**src/logic/vxu_pkg.sv**
```systemverilog
// Package: constants, register map and types of the card user interface.
// Assumes a 40 MHz system clock and an APB slave reached at byte 4*index.
`default_nettype none

package vxu_pkg;

	localparam int CLK_MHZ = 40;

	// Least time in ns to whole cycles, never below one
	function automatic int ns_to_cyc(input int ns);
		int c;
		c = (ns * CLK_MHZ + 999) / 1000;
		return (c < 1) ? 1 : c;
	endfunction : ns_to_cyc

	// Timing
	localparam int       EXP_STB_NS    = 200;
	localparam logic [3:0] EXP_STB_CYC = 4'(ns_to_cyc(EXP_STB_NS));
	localparam int       OUT_SETTLE_NS = 50;
	localparam int       OUT_SETTLE_CYC = ns_to_cyc(OUT_SETTLE_NS);
	localparam int       OUT_STB_NS    = 100;
	localparam int       OUT_STB_CYC   = ns_to_cyc(OUT_STB_NS);
	localparam int       CLEAR_NS      = 1000;
	localparam int       CLEAR_CYC     = ns_to_cyc(CLEAR_NS);

	// Register indices; byte address is four times the index
	localparam logic [5:0] IDX_CTRL   = 6'h1A;
	localparam logic [5:0] IDX_STAT   = 6'h1C;
	localparam logic [5:0] IDX_EXP_LO = 6'h20;
	localparam logic [5:0] IDX_EXP_HI = 6'h38;
	localparam logic [5:0] IDX_IO0    = 6'h3A;
	localparam logic [5:0] IDX_IO1    = 6'h3C;
	localparam logic [5:0] IDX_IO2    = 6'h3E;

	// Control fields
	localparam int CTRL_DIR_LSB  = 0;
	localparam int CTRL_TRIG_LSB = 3;
	localparam int CTRL_IRQ_LSB  = 5;
	localparam int CTRL_ST_DONE  = 8;
	localparam int CTRL_ST_FAIL  = 9;
	localparam int CTRL_CLEAR    = 10;
	localparam int CTRL_INH_CLR  = 11;
	localparam int CTRL_W        = 10;
	localparam logic [CTRL_W-1:0] CTRL_RST = 10'h000;

	// Status fields
	localparam int STAT_CAUSE_LSB = 0;
	localparam int STAT_IRQ_PEND  = 3;
	localparam int STAT_INHIBIT   = 4;
	localparam int STAT_JUMPER    = 5;
	localparam int STAT_SYSFAIL   = 6;

	typedef enum logic [2:0] {
		ST_IDLE = 3'h1,
		ST_STB  = 3'h2,
		ST_HOLD = 3'h4
	} vxu_state_t;

endpackage : vxu_pkg

`default_nettype wire

```
**src/logic/vxu_card_if.sv**
```systemverilog
// Card user interface: APB host side, expansion bus, static IO,
// interrupter, trigger routing, clock, clear and indicator drives.
// Assumes APB from the host and asynchronous pins from the user board.
//
// Behaviour
// Buffered 16-bit expansion bus, four address lines, strobe, write line.
// Only word registers 20h to 38h go to the expansion bus.
// Expansion strobe goes low while an expansion register is addressed.
// Write line low on expansion writes, high on reads.
// Hold input low before strobe end stalls the host until released.
// User presents three cause bits, first input least significant.
// Interrupt request pulse raises chosen IRQ line and latches cause.
// Reset jumper turns third cause input into active-low board reset.
// Active-low clear pulse output resets the user board.
// 48 static lines as three 16-bit banks, direction per bank.
// Output strobe pulses once newly written output data is stable.
// Data-ready input sets a flip-flop that drives the inhibit output.
// User keeps static inputs steady while inhibit is asserted.
// Selected even trigger line routed to user trigger input.
// Adjacent odd trigger line driven from user trigger output.
// 10 MHz user clock from backplane or local source by jumper.
// Access indicator on while a mapped address is selected.
// Ready indicator after self test done, fail indicator on failure.
// Backplane failure indicator follows the system failure line.
// User holds cause bits stable around the interrupt request pulse.
`default_nettype none

module vxu_card_if
	import vxu_pkg::*;
(
	input  wire logic        clk_sys,
	input  wire logic        reset,
	input  wire logic        psel,
	input  wire logic        penable,
	input  wire logic        pwrite,
	input  wire logic [7:0]  paddr,
	input  wire logic [31:0] pwdata,
	output logic      [31:0] prdata,
	output logic             pready,
	output logic             pslverr,
	input  wire logic [15:0] exp_data_in,
	output logic      [15:0] exp_data_out,
	output logic             exp_data_oe,
	output logic      [3:0]  exp_addr,
	output logic             exp_transfer_strobe_n,
	output logic             exp_write_n,
	input  wire logic        transfer_hold_n,
	input  wire logic [47:0] static_io_lines_in,
	output logic      [47:0] static_io_lines_out,
	output logic      [47:0] static_io_lines_oe,
	output logic             output_data_strobe_n,
	input  wire logic        external_data_ready_n,
	output logic             input_inhibit_n,
	input  wire logic        user_irq_req_n,
	input  wire logic        int_code_bit0,
	input  wire logic        int_code_bit1,
	input  wire logic        int_code_bit2_or_board_reset_n,
	input  wire logic        reset_jumper_fitted,
	output logic      [6:0]  vxi_irq_out,
	output logic      [6:0]  vxi_irq_oe,
	input  wire logic [7:0]  vxi_ttltrg_in,
	output logic      [7:0]  vxi_ttltrg_out,
	output logic      [7:0]  vxi_ttltrg_oe,
	output logic             user_trigger_in_n,
	input  wire logic        user_trigger_out_n,
	input  wire logic        backplane_clk10,
	input  wire logic        clk_source_backplane,
	output logic             user_clk10,
	output logic             user_clear_n,
	output logic             access_indicator_n,
	output logic             ready_indicator_n,
	output logic             selftest_failed_indicator_n,
	input  wire logic        vxi_sysfail_n,
	output logic             backplane_failure_indicator_n
);

	localparam int SYNC_W = 83;

	typedef struct packed {
		vxu_state_t        state;
		logic [3:0]        cnt;
		logic              pready;
		logic              pslverr;
		logic [31:0]       prdata;
		logic [CTRL_W-1:0] ctrl;
		logic [47:0]       io_out;
		logic [3:0]        exp_addr;
		logic              exp_stb_n;
		logic              exp_wr_n;
		logic              exp_oe;
		logic [15:0]       exp_dout;
		logic              rd_pend;
		logic [2:0]        cause;
		logic              irq_pend;
		logic [6:0]        irq_oe;
		logic              irq_d;
		logic              edr_d;
		logic              inhibit_n;
		logic              acc_n;
		logic              rdy_n;
		logic              fail_n;
		logic              sysf_n;
		logic              trig_in_n;
		logic [7:0]        trig_oe;
		logic [1:0]        div;
		logic              uclk;
	} vxu_main_t;

	localparam vxu_main_t RST_S = '{
		state:     ST_IDLE,
		exp_stb_n: 1'b1,
		exp_wr_n:  1'b1,
		irq_d:     1'b1,
		edr_d:     1'b1,
		acc_n:     1'b1,
		rdy_n:     1'b1,
		fail_n:    1'b1,
		sysf_n:    1'b1,
		trig_in_n: 1'b1,
		inhibit_n: 1'b1,
		ctrl:      CTRL_RST,
		default:   '0
	};

	vxu_main_t         r;
	vxu_main_t         n;
	logic [SYNC_W-1:0] sy;
	logic [15:0]       exp_s;
	logic [47:0]       io_s;
	logic [7:0]        ttl_s;
	logic              hold_s;
	logic              edr_s;
	logic              irq_s;
	logic [2:0]        code_s;
	logic              jump_s;
	logic              src_s;
	logic              utrig_s;
	logic              sysf_s;
	logic              bclk_s;
	logic              brst;
	logic              rs;
	logic              ostb_start;
	logic              clr_start;
	logic [5:0]        idx;
	logic              access;
	logic [1:0]        tsel;
	logic [2:0]        isel;

	// Expansion range, even word indices only
	function automatic logic is_exp(input logic [5:0] i);
		return (i >= IDX_EXP_LO) && (i <= IDX_EXP_HI) && !i[0];
	endfunction : is_exp

	function automatic logic is_mapped(input logic [5:0] i);
		return is_exp(i) || (i == IDX_CTRL) || (i == IDX_STAT) ||
			(i == IDX_IO0) || (i == IDX_IO1) || (i == IDX_IO2);
	endfunction : is_mapped

	// Bank number of a static IO index
	function automatic logic [1:0] io_bank(input logic [5:0] i);
		if (i == IDX_IO0) begin
			return 2'h0;
		end else if (i == IDX_IO1) begin
			return 2'h1;
		end else begin
			return 2'h2;
		end
	endfunction : io_bank

	vxu_sync #(
		.W    (SYNC_W),
		.INIT ({SYNC_W{1'b1}})
	) u_sync (
		.clk_sys (clk_sys),
		.reset   (reset),
		.d       ({exp_data_in, static_io_lines_in, vxi_ttltrg_in,
			transfer_hold_n, external_data_ready_n, user_irq_req_n,
			int_code_bit2_or_board_reset_n, int_code_bit1,
			int_code_bit0, reset_jumper_fitted, clk_source_backplane,
			user_trigger_out_n, vxi_sysfail_n, backplane_clk10}),
		.q       (sy)
	);

	assign {exp_s, io_s, ttl_s, hold_s, edr_s, irq_s, code_s, jump_s,
		src_s, utrig_s, sysf_s, bclk_s} = sy;

	// Jumper fitted: third cause input resets the board logic
	assign brst = jump_s && !code_s[2];
	assign rs   = reset || brst;

	assign idx    = paddr[7:2];
	assign access = psel && penable && !r.pready;
	assign tsel   = r.ctrl[CTRL_TRIG_LSB +: 2];
	assign isel   = r.ctrl[CTRL_IRQ_LSB +: 3];

	always_comb begin
		logic       irq_fall;
		logic       edr_fall;
		logic       stat_rd;
		logic       inh_clr;
		logic [1:0] bk;
		irq_fall   = r.irq_d && !irq_s;
		edr_fall   = r.edr_d && !edr_s;
		stat_rd    = 1'b0;
		inh_clr    = 1'b0;
		bk         = io_bank(idx);
		ostb_start = 1'b0;
		clr_start  = 1'b0;
		n          = r;
		n.pready   = 1'b0;
		n.pslverr  = 1'b0;

		case (r.state)
			ST_IDLE: begin
				if (access && is_exp(idx)) begin
					// Word index onto four address lines
					n.exp_addr  = idx[4:1];
					n.exp_stb_n = 1'b0;
					n.exp_wr_n  = !pwrite;
					n.exp_oe    = pwrite;
					n.exp_dout  = pwdata[15:0];
					n.rd_pend   = !pwrite;
					n.cnt       = EXP_STB_CYC;
					n.state     = ST_STB;
				end else if (access) begin
					n.pready = 1'b1;
					n.prdata = 32'h0000_0000;
					if (!is_mapped(idx)) begin
						n.pslverr = 1'b1;
					end else if (idx == IDX_CTRL) begin
						if (pwrite) begin
							n.ctrl    = pwdata[CTRL_W-1:0];
							clr_start = pwdata[CTRL_CLEAR];
							inh_clr   = pwdata[CTRL_INH_CLR];
						end else begin
							n.prdata[CTRL_W-1:0] = r.ctrl;
						end
					end else if (idx == IDX_STAT) begin
						if (!pwrite) begin
							stat_rd = 1'b1;
							n.prdata[STAT_CAUSE_LSB +: 3] = r.cause;
							n.prdata[STAT_IRQ_PEND] = r.irq_pend;
							n.prdata[STAT_INHIBIT]  = !r.inhibit_n;
							n.prdata[STAT_JUMPER]   = jump_s;
							n.prdata[STAT_SYSFAIL]  = !sysf_s;
						end
					end else begin
						// Static IO bank, direction per bank
						if (pwrite) begin
							n.io_out[bk*16 +: 16] = pwdata[15:0];
							ostb_start = r.ctrl[CTRL_DIR_LSB + bk];
						end else if (r.ctrl[CTRL_DIR_LSB + bk]) begin
							n.prdata[15:0] = r.io_out[bk*16 +: 16];
						end else begin
							n.prdata[15:0] = io_s[bk*16 +: 16];
						end
					end
				end
			end
			ST_STB: begin
				n.cnt = r.cnt - 4'h1;
				if (r.cnt == 4'h1) begin
					n.state = ST_HOLD;
				end
			end
			ST_HOLD: begin
				// Hold low before strobe end stalls the answer
				if (hold_s) begin
					n.pready    = 1'b1;
					n.prdata    = r.rd_pend ? {16'h0000, exp_s} : 32'h0;
					n.exp_stb_n = 1'b1;
					n.exp_wr_n  = 1'b1;
					n.exp_oe    = 1'b0;
					n.rd_pend   = 1'b0;
					n.state     = ST_IDLE;
				end
			end
			default: begin
				n.state = ST_IDLE;
			end
		endcase

		// Interrupter: latch cause on request pulse
		n.irq_d = irq_s;
		if (irq_fall) begin
			n.cause    = {jump_s ? 1'b0 : code_s[2], code_s[1:0]};
			n.irq_pend = 1'b1;
		end else if (stat_rd) begin
			n.irq_pend = 1'b0;
		end
		n.irq_oe = 7'h00;
		if (n.irq_pend && isel != 3'h0) begin
			n.irq_oe[isel - 3'h1] = 1'b1;
		end

		// Data-ready sets the inhibit flip-flop
		n.edr_d = edr_s;
		if (edr_fall) begin
			n.inhibit_n = 1'b0;
		end else if (inh_clr) begin
			n.inhibit_n = 1'b1;
		end

		// Trigger pair routing
		n.trig_in_n = ttl_s[{tsel, 1'b0}];
		n.trig_oe   = 8'h00;
		n.trig_oe[{tsel, 1'b1}] = !utrig_s;

		// User clock: backplane copy or local divide by four
		n.div  = r.div + 2'h1;
		n.uclk = src_s ? bclk_s : r.div[1];

		// Indicators
		n.acc_n  = !(psel && is_mapped(idx));
		n.rdy_n  = !r.ctrl[CTRL_ST_DONE];
		n.fail_n = !r.ctrl[CTRL_ST_FAIL];
		n.sysf_n = sysf_s;
	end

	always_ff @(posedge clk_sys) begin
		if (rs) begin
			r <= RST_S;
		end else begin
			r <= n;
		end
	end

	vxu_pulse #(
		.DLY (OUT_SETTLE_CYC),
		.WID (OUT_STB_CYC)
	) u_ostb (
		.clk_sys (clk_sys),
		.reset   (rs),
		.start   (ostb_start),
		.pulse_n (output_data_strobe_n)
	);

	vxu_pulse #(
		.DLY (1),
		.WID (CLEAR_CYC)
	) u_clear (
		.clk_sys (clk_sys),
		.reset   (rs),
		.start   (clr_start),
		.pulse_n (user_clear_n)
	);

	assign prdata      = r.prdata;
	assign pready      = r.pready;
	assign pslverr     = r.pslverr;
	assign exp_data_out          = r.exp_dout;
	assign exp_data_oe           = r.exp_oe;
	assign exp_addr              = r.exp_addr;
	assign exp_transfer_strobe_n = r.exp_stb_n;
	assign exp_write_n           = r.exp_wr_n;
	assign static_io_lines_out   = r.io_out;
	assign static_io_lines_oe    = {{16{r.ctrl[CTRL_DIR_LSB + 2]}},
		{16{r.ctrl[CTRL_DIR_LSB + 1]}}, {16{r.ctrl[CTRL_DIR_LSB]}}};
	assign input_inhibit_n       = r.inhibit_n;
	assign vxi_irq_out           = 7'h00;
	assign vxi_irq_oe            = r.irq_oe;
	assign vxi_ttltrg_out        = 8'h00;
	assign vxi_ttltrg_oe         = r.trig_oe;
	assign user_trigger_in_n     = r.trig_in_n;
	assign user_clk10            = r.uclk;
	assign access_indicator_n    = r.acc_n;
	assign ready_indicator_n     = r.rdy_n;
	assign selftest_failed_indicator_n   = r.fail_n;
	assign backplane_failure_indicator_n = r.sysf_n;

endmodule : vxu_card_if

`default_nettype wire

```
**src/logic/vxu_pulse.sv**
```systemverilog
// Delayed active-low pulse generator; restart reloads the delay.
// Assumes start is a one-cycle pulse from clk_sys logic.
`default_nettype none

module vxu_pulse #(
	parameter int DLY = 1,
	parameter int WID = 1
) (
	input  wire logic clk_sys,
	input  wire logic reset,
	input  wire logic start,
	output logic      pulse_n
);

	localparam logic [7:0] TOTAL = 8'(DLY + WID);
	localparam logic [7:0] WID_C = 8'(WID);

	typedef struct packed {
		logic [7:0] cnt;
		logic       out_n;
	} vxu_pulse_t;

	vxu_pulse_t r;
	vxu_pulse_t n;

	always_comb begin
		n = r;
		if (start) begin
			n.cnt = TOTAL;
		end else if (r.cnt != 8'h00) begin
			n.cnt = r.cnt - 8'h01;
		end
		n.out_n = !((n.cnt != 8'h00) && (n.cnt <= WID_C));
	end

	always_ff @(posedge clk_sys) begin
		if (reset) begin
			r <= '{8'h00, 1'b1};
		end else begin
			r <= n;
		end
	end

	assign pulse_n = r.out_n;

endmodule : vxu_pulse

`default_nettype wire

```
**src/logic/vxu_sync.sv**
```systemverilog
// Three-stage input synchroniser with agreement filter, any width.
// Assumes inputs come from pins outside the clk_sys domain.
`default_nettype none

module vxu_sync #(
	parameter int               W    = 1,
	parameter logic [W-1:0]     INIT = '1
) (
	input  wire logic           clk_sys,
	input  wire logic           reset,
	input  wire logic [W-1:0]   d,
	output logic      [W-1:0]   q
);

	typedef struct packed {
		logic [W-1:0] s1;
		logic [W-1:0] s2;
		logic [W-1:0] s3;
		logic [W-1:0] val;
	} vxu_sync_t;

	vxu_sync_t r;
	vxu_sync_t n;

	always_comb begin
		n = r;
		n.s1 = d;
		n.s2 = r.s1;
		n.s3 = r.s2;
		// Take a bit once second and third stage agree
		for (int i = 0; i < W; i++) begin
			if (r.s2[i] == r.s3[i]) begin
				n.val[i] = r.s2[i];
			end
		end
	end

	always_ff @(posedge clk_sys) begin
		if (reset) begin
			r <= '{INIT, INIT, INIT, INIT};
		end else begin
			r <= n;
		end
	end

	assign q = r.val;

endmodule : vxu_sync

`default_nettype wire

```
**config.mk**
```make
export PLATFORM = sky130hd
export DESIGN_NAME = vxu_card_if
export DESIGN_NICKNAME = d
export VERILOG_FILES = /design/src/logic/vxu_pkg.sv /design/src/logic/vxu_card_if.sv /design/src/logic/vxu_pulse.sv /design/src/logic/vxu_sync.sv
export SDC_FILE = /design/constraint.sdc
export NUM_CORES = 1
export LEC_CHECK = 0
export ABC_AREA = 1
export BUFFER_PORTS_ARGS = -buffer_cell sky130_fd_sc_hd__buf_2
export CORE_ASPECT_RATIO = 0.9
export CORE_UTILIZATION = 50
export CTS_CLUSTER_DIAMETER = 40
export DETAILED_ROUTE_END_ITERATION = 10
export HOLD_SLACK_MARGIN = 0.1
export PLACE_DENSITY = 0.76
export SYNTH_ARGS = -nofsm -noshare
export SYNTH_HDL_FRONTEND = slang
export SYNTH_SLANG_ARGS = --single-unit
export TNS_END_PERCENT = 50
```
**constraint.sdc**
```tcl
create_clock -name clk_sys -period 2.15 [get_ports clk_sys]
set_clock_uncertainty 0.15 [all_clocks]
set_input_delay 0.43 -clock clk_sys [delete_from_list [all_inputs] [get_ports clk_sys]]
set_output_delay 0.43 -clock clk_sys [all_outputs]
set_load 0.05 [all_outputs]
```
==> flow_summary.yaml <==
clock_network:
  cts_max_level: 2
  numCtsBuffers: 53
  cts_root_buf: "clkbuf_16"
  cts.path.max_buffers: 3
  clk_pin_slew_worst_paths_ps: 60
  clock_latency_ps: 580
  clock-sinks: 467
  cts_tree: "built"
global_route:
  gr-usage-all-layers: 0.2391
  grt_max_degree: 232
  grt_pass1_wl_mm: 65.93
  overflow: 0
  antenna_found_initial: 0
  grt_pass1_vias: 12340
critical_path:
  cp_data_required_time_ps: 2520
  r2r.worst_path.cells: 10
  cp_max_fo: 6
  worstSetupPathType: "in -> reg"
  r2r_end: "static_io_lines_out[46]"
  start_kind: "input port"
  crit_arrival_ps: 2440
  r2r_start: "pready"
  crit_path_end_kind: "flop"
  r2r_slack_ps: 100
sta:
  setup_ws_ps: 81.86
  min_period_ps: 2068
  fmax_ghz: 0.4835
  min_period_over_period: 0.9619
  slew_headroom: 0.5141
  setup_viol: 0
  report.final.hold_viol_count: 0
  setup_tns_ps: 0
  tightest_slew_ps: 728.8
  hold-worst-slack_ps: 133.2
  slew_viol_final: 0
  rsz0062_at_grt: "true"
synth:
  synth_sequential_area_ratio: 0.5352
  avgSynthCellArea_um2: 8.777
  ys.flop_type: "dfxtp_1"
  post-synth-top-area-cell: "dfxtp_1"
  ys_warn_count: 0
  async_flop_share: 0
  synth_edf_count: 0
  ys_seq_elements: 467
  yosys-top-cells-area: "dfxtp_1 (54%), or2_2 (8.6%), buf_4 (7.8%)"
  yosysTopAreaCellShare: 0.5352
  synth_cell_type_count: 46
  syn_area_mm2: 0.01747
  synthCells: 1990
floorplanning:
  dieArea_mm2: 0.03569
  floorplan.initialDensity: 0.5108
  ios: 320
  rows: 64
  die_w_um: 199.0
  dieHeight_um: 179.3
  core_area_mm2: 0.03419
power:
  swShare: 0.2722
  clkPwrFrac: 0.430
  p_leak_nw: 9.375
  p_seq_frac: 0.430
  p_per_area_mw_per_mm2: 1012
  power_switching_mw: 5.878
  comb_power_share: 0.140
  irDropWorstVdd_v: 0.0005851
  intPower_mw: 15.72
  total_power_mw: 21.59
final_layout:
  num_antenna_cells: 0
  fin_cells: 2761
  stdcell_area_mm2: 0.02133
  fin_nets: 2393
  area_growth_pct: 22.13
  final_cell_mix: "dfxtp_1 (467), buf_2 (261), or2_2 (240)"
  final_common_cell: "dfxtp_1"
  postLayoutCoreUtil: 0.6239
  layout-drive-gt1-share: 0.3080
outcome:
  status: "completed"
hold_path:
  hp-start: "pwdata[4]"
  hold_depth: 3
  holdCritPathClass: "in -> reg"
  hold_end: "exp_data_out[4]"
routing:
  first_pass_iters: 7
  first_iter_violations: 885
  post_drt_wl_per_cell_um: 15.86
  ant_nets: 0
  wirelength_mm: 43.80
  avgViaCountPerCell: 4.970
  drc: 0
  vias: 13720
placement:
  place_area_mm2: 0.01844
  hpwlAfterDp_mm: 30.59
  dp_cells: 2563
  dp_slack_ps: -165.6
  port-buffer-count: 262
  gp_congestion: 0.9123
job:
  max_cap_violations: 0
==> per-layer routing <==
metal  share of wire  routed length, µm  track usage  vias up
met4           0.034               1497      0.09423        0
li1                -                  -            -     6826
met5               0                  0            0        -
met1            0.44              19460       0.3145     6287
met3           0.061               2690      0.04044       88
met2            0.46              20150       0.3919      522
==> final cells by class <==
| type | count | area [µm²] |
|---|---|---|
| Clock inverter | 33 | 394.1 |
| Sequential cell | 467 | 9349 |
| Clock buffer | 64 | 1459 |
| Timing Repair Buffer | 438 | 2992 |
| Fill cell | 2785 | 12860 |
| Inverter | 110 | 416.7 |
| Multi-Input combinational cell | 1187 | 6145 |
| Tap cell | 462 | 578.1 |
==> worst max-delay path, cell delays in order <==
cell	delay (ps)
dlygate4sd3_1	550
buf_2	150
nand2_2	130
inv_1	70
buf_4	140
nand3_2	140
inv_1	120
nor2_1	160
inv_1	70
nor4_1	320
nor2_1	80
nand2_1	70
==> flip-flops by register name, indices dropped and copies added (netlist names), 3 cells and up <==
name                 flops
exp_addr                 4
static_io_lines_oe       3
u_clear.r                8
prdata                  16
u_ostb.r                 8
u_sync.r                79
u_sync.n               158
isel                     3
exp_data_out            16
vxi_irq_oe               7
static_io_lines_out     48
vxi_ttltrg_oe            4
u_sync.q                79
r                       20
==> timing repair <==
action	4_1_cts	5_1_grt
gates resized for setup	1	4
buffers inserted	0	1
pin swaps	0	1
endpoints found under the hold margin	151	0
hold buffers	99	0
gates cloned	0	1
endpoints found under the setup margin	1	6
==> cells in the mapped netlist, types with 3 or more instances <==
library cell,number
nor2_4,4
o211ai_1,6
nor3_1,17
or2_2,240
o21ai_1,10
a211oi_1,13
nand2_1,235
nand3_4,4
buf_4,182
o21ai_0,194
a21oi_1,204
buf_6,5
o21a_1,5
buf_2,17
clkbuf_1,54
nand4_1,11
nor2_1,102
nand3_1,68
inv_2,6
dfxtp_1,467
nor2_2,3
ha_1,8
nand2_2,3
inv_1,101
a31oi_1,3
==> power groups by stage <==
stage / Sequential (mW) / Combinational (mW) / Clock [mW]
floorplan: 9.47 / 2.04 / 0
CTS: 9.27 / 2.94 / 9.43
global placement: 9.44 / 2.64 / 0
global route: 9.32 / 3.33 / 9.80
detailed placement: 9.46 / 2.78 / 0
finish: 9.28 / 3.03 / 9.29
==> how the worst max path moves through the flow <==
stage / start / end / slack (ps)
2_1_floorplan: static_io_lines_oe[32] / u_ostb.pulse_n / 30
3_3_place_gp: paddr[7] / prdata[6] / -120
3_5_place_dp: paddr[3] / u_ostb.pulse_n / -170
4_1_cts: static_io_lines_oe[32] / static_io_lines_oe[42] / 70
5_1_grt: u_clear.r[4] / u_clear.pulse_n / -60
6_report: psel / u_clear.pulse_n / 80
==> cell families after synthesis <==
family | count (synthesis) | share of synthesized area
and+or+nand+nor | 695 | 0.2010
buffers and inverters | 370 | 0.1223
adders and majority gates | 8 | 0.005731
DFF | 467 | 0.5352
other | 1 | 0.0002147
xor gates and xnor gates | 4 | 0.002006
muxes | 2 | 0.001146
AOI/OAI and AO/OA | 443 | 0.1324
No activity file was read; power rests on OpenSTA's default activity.
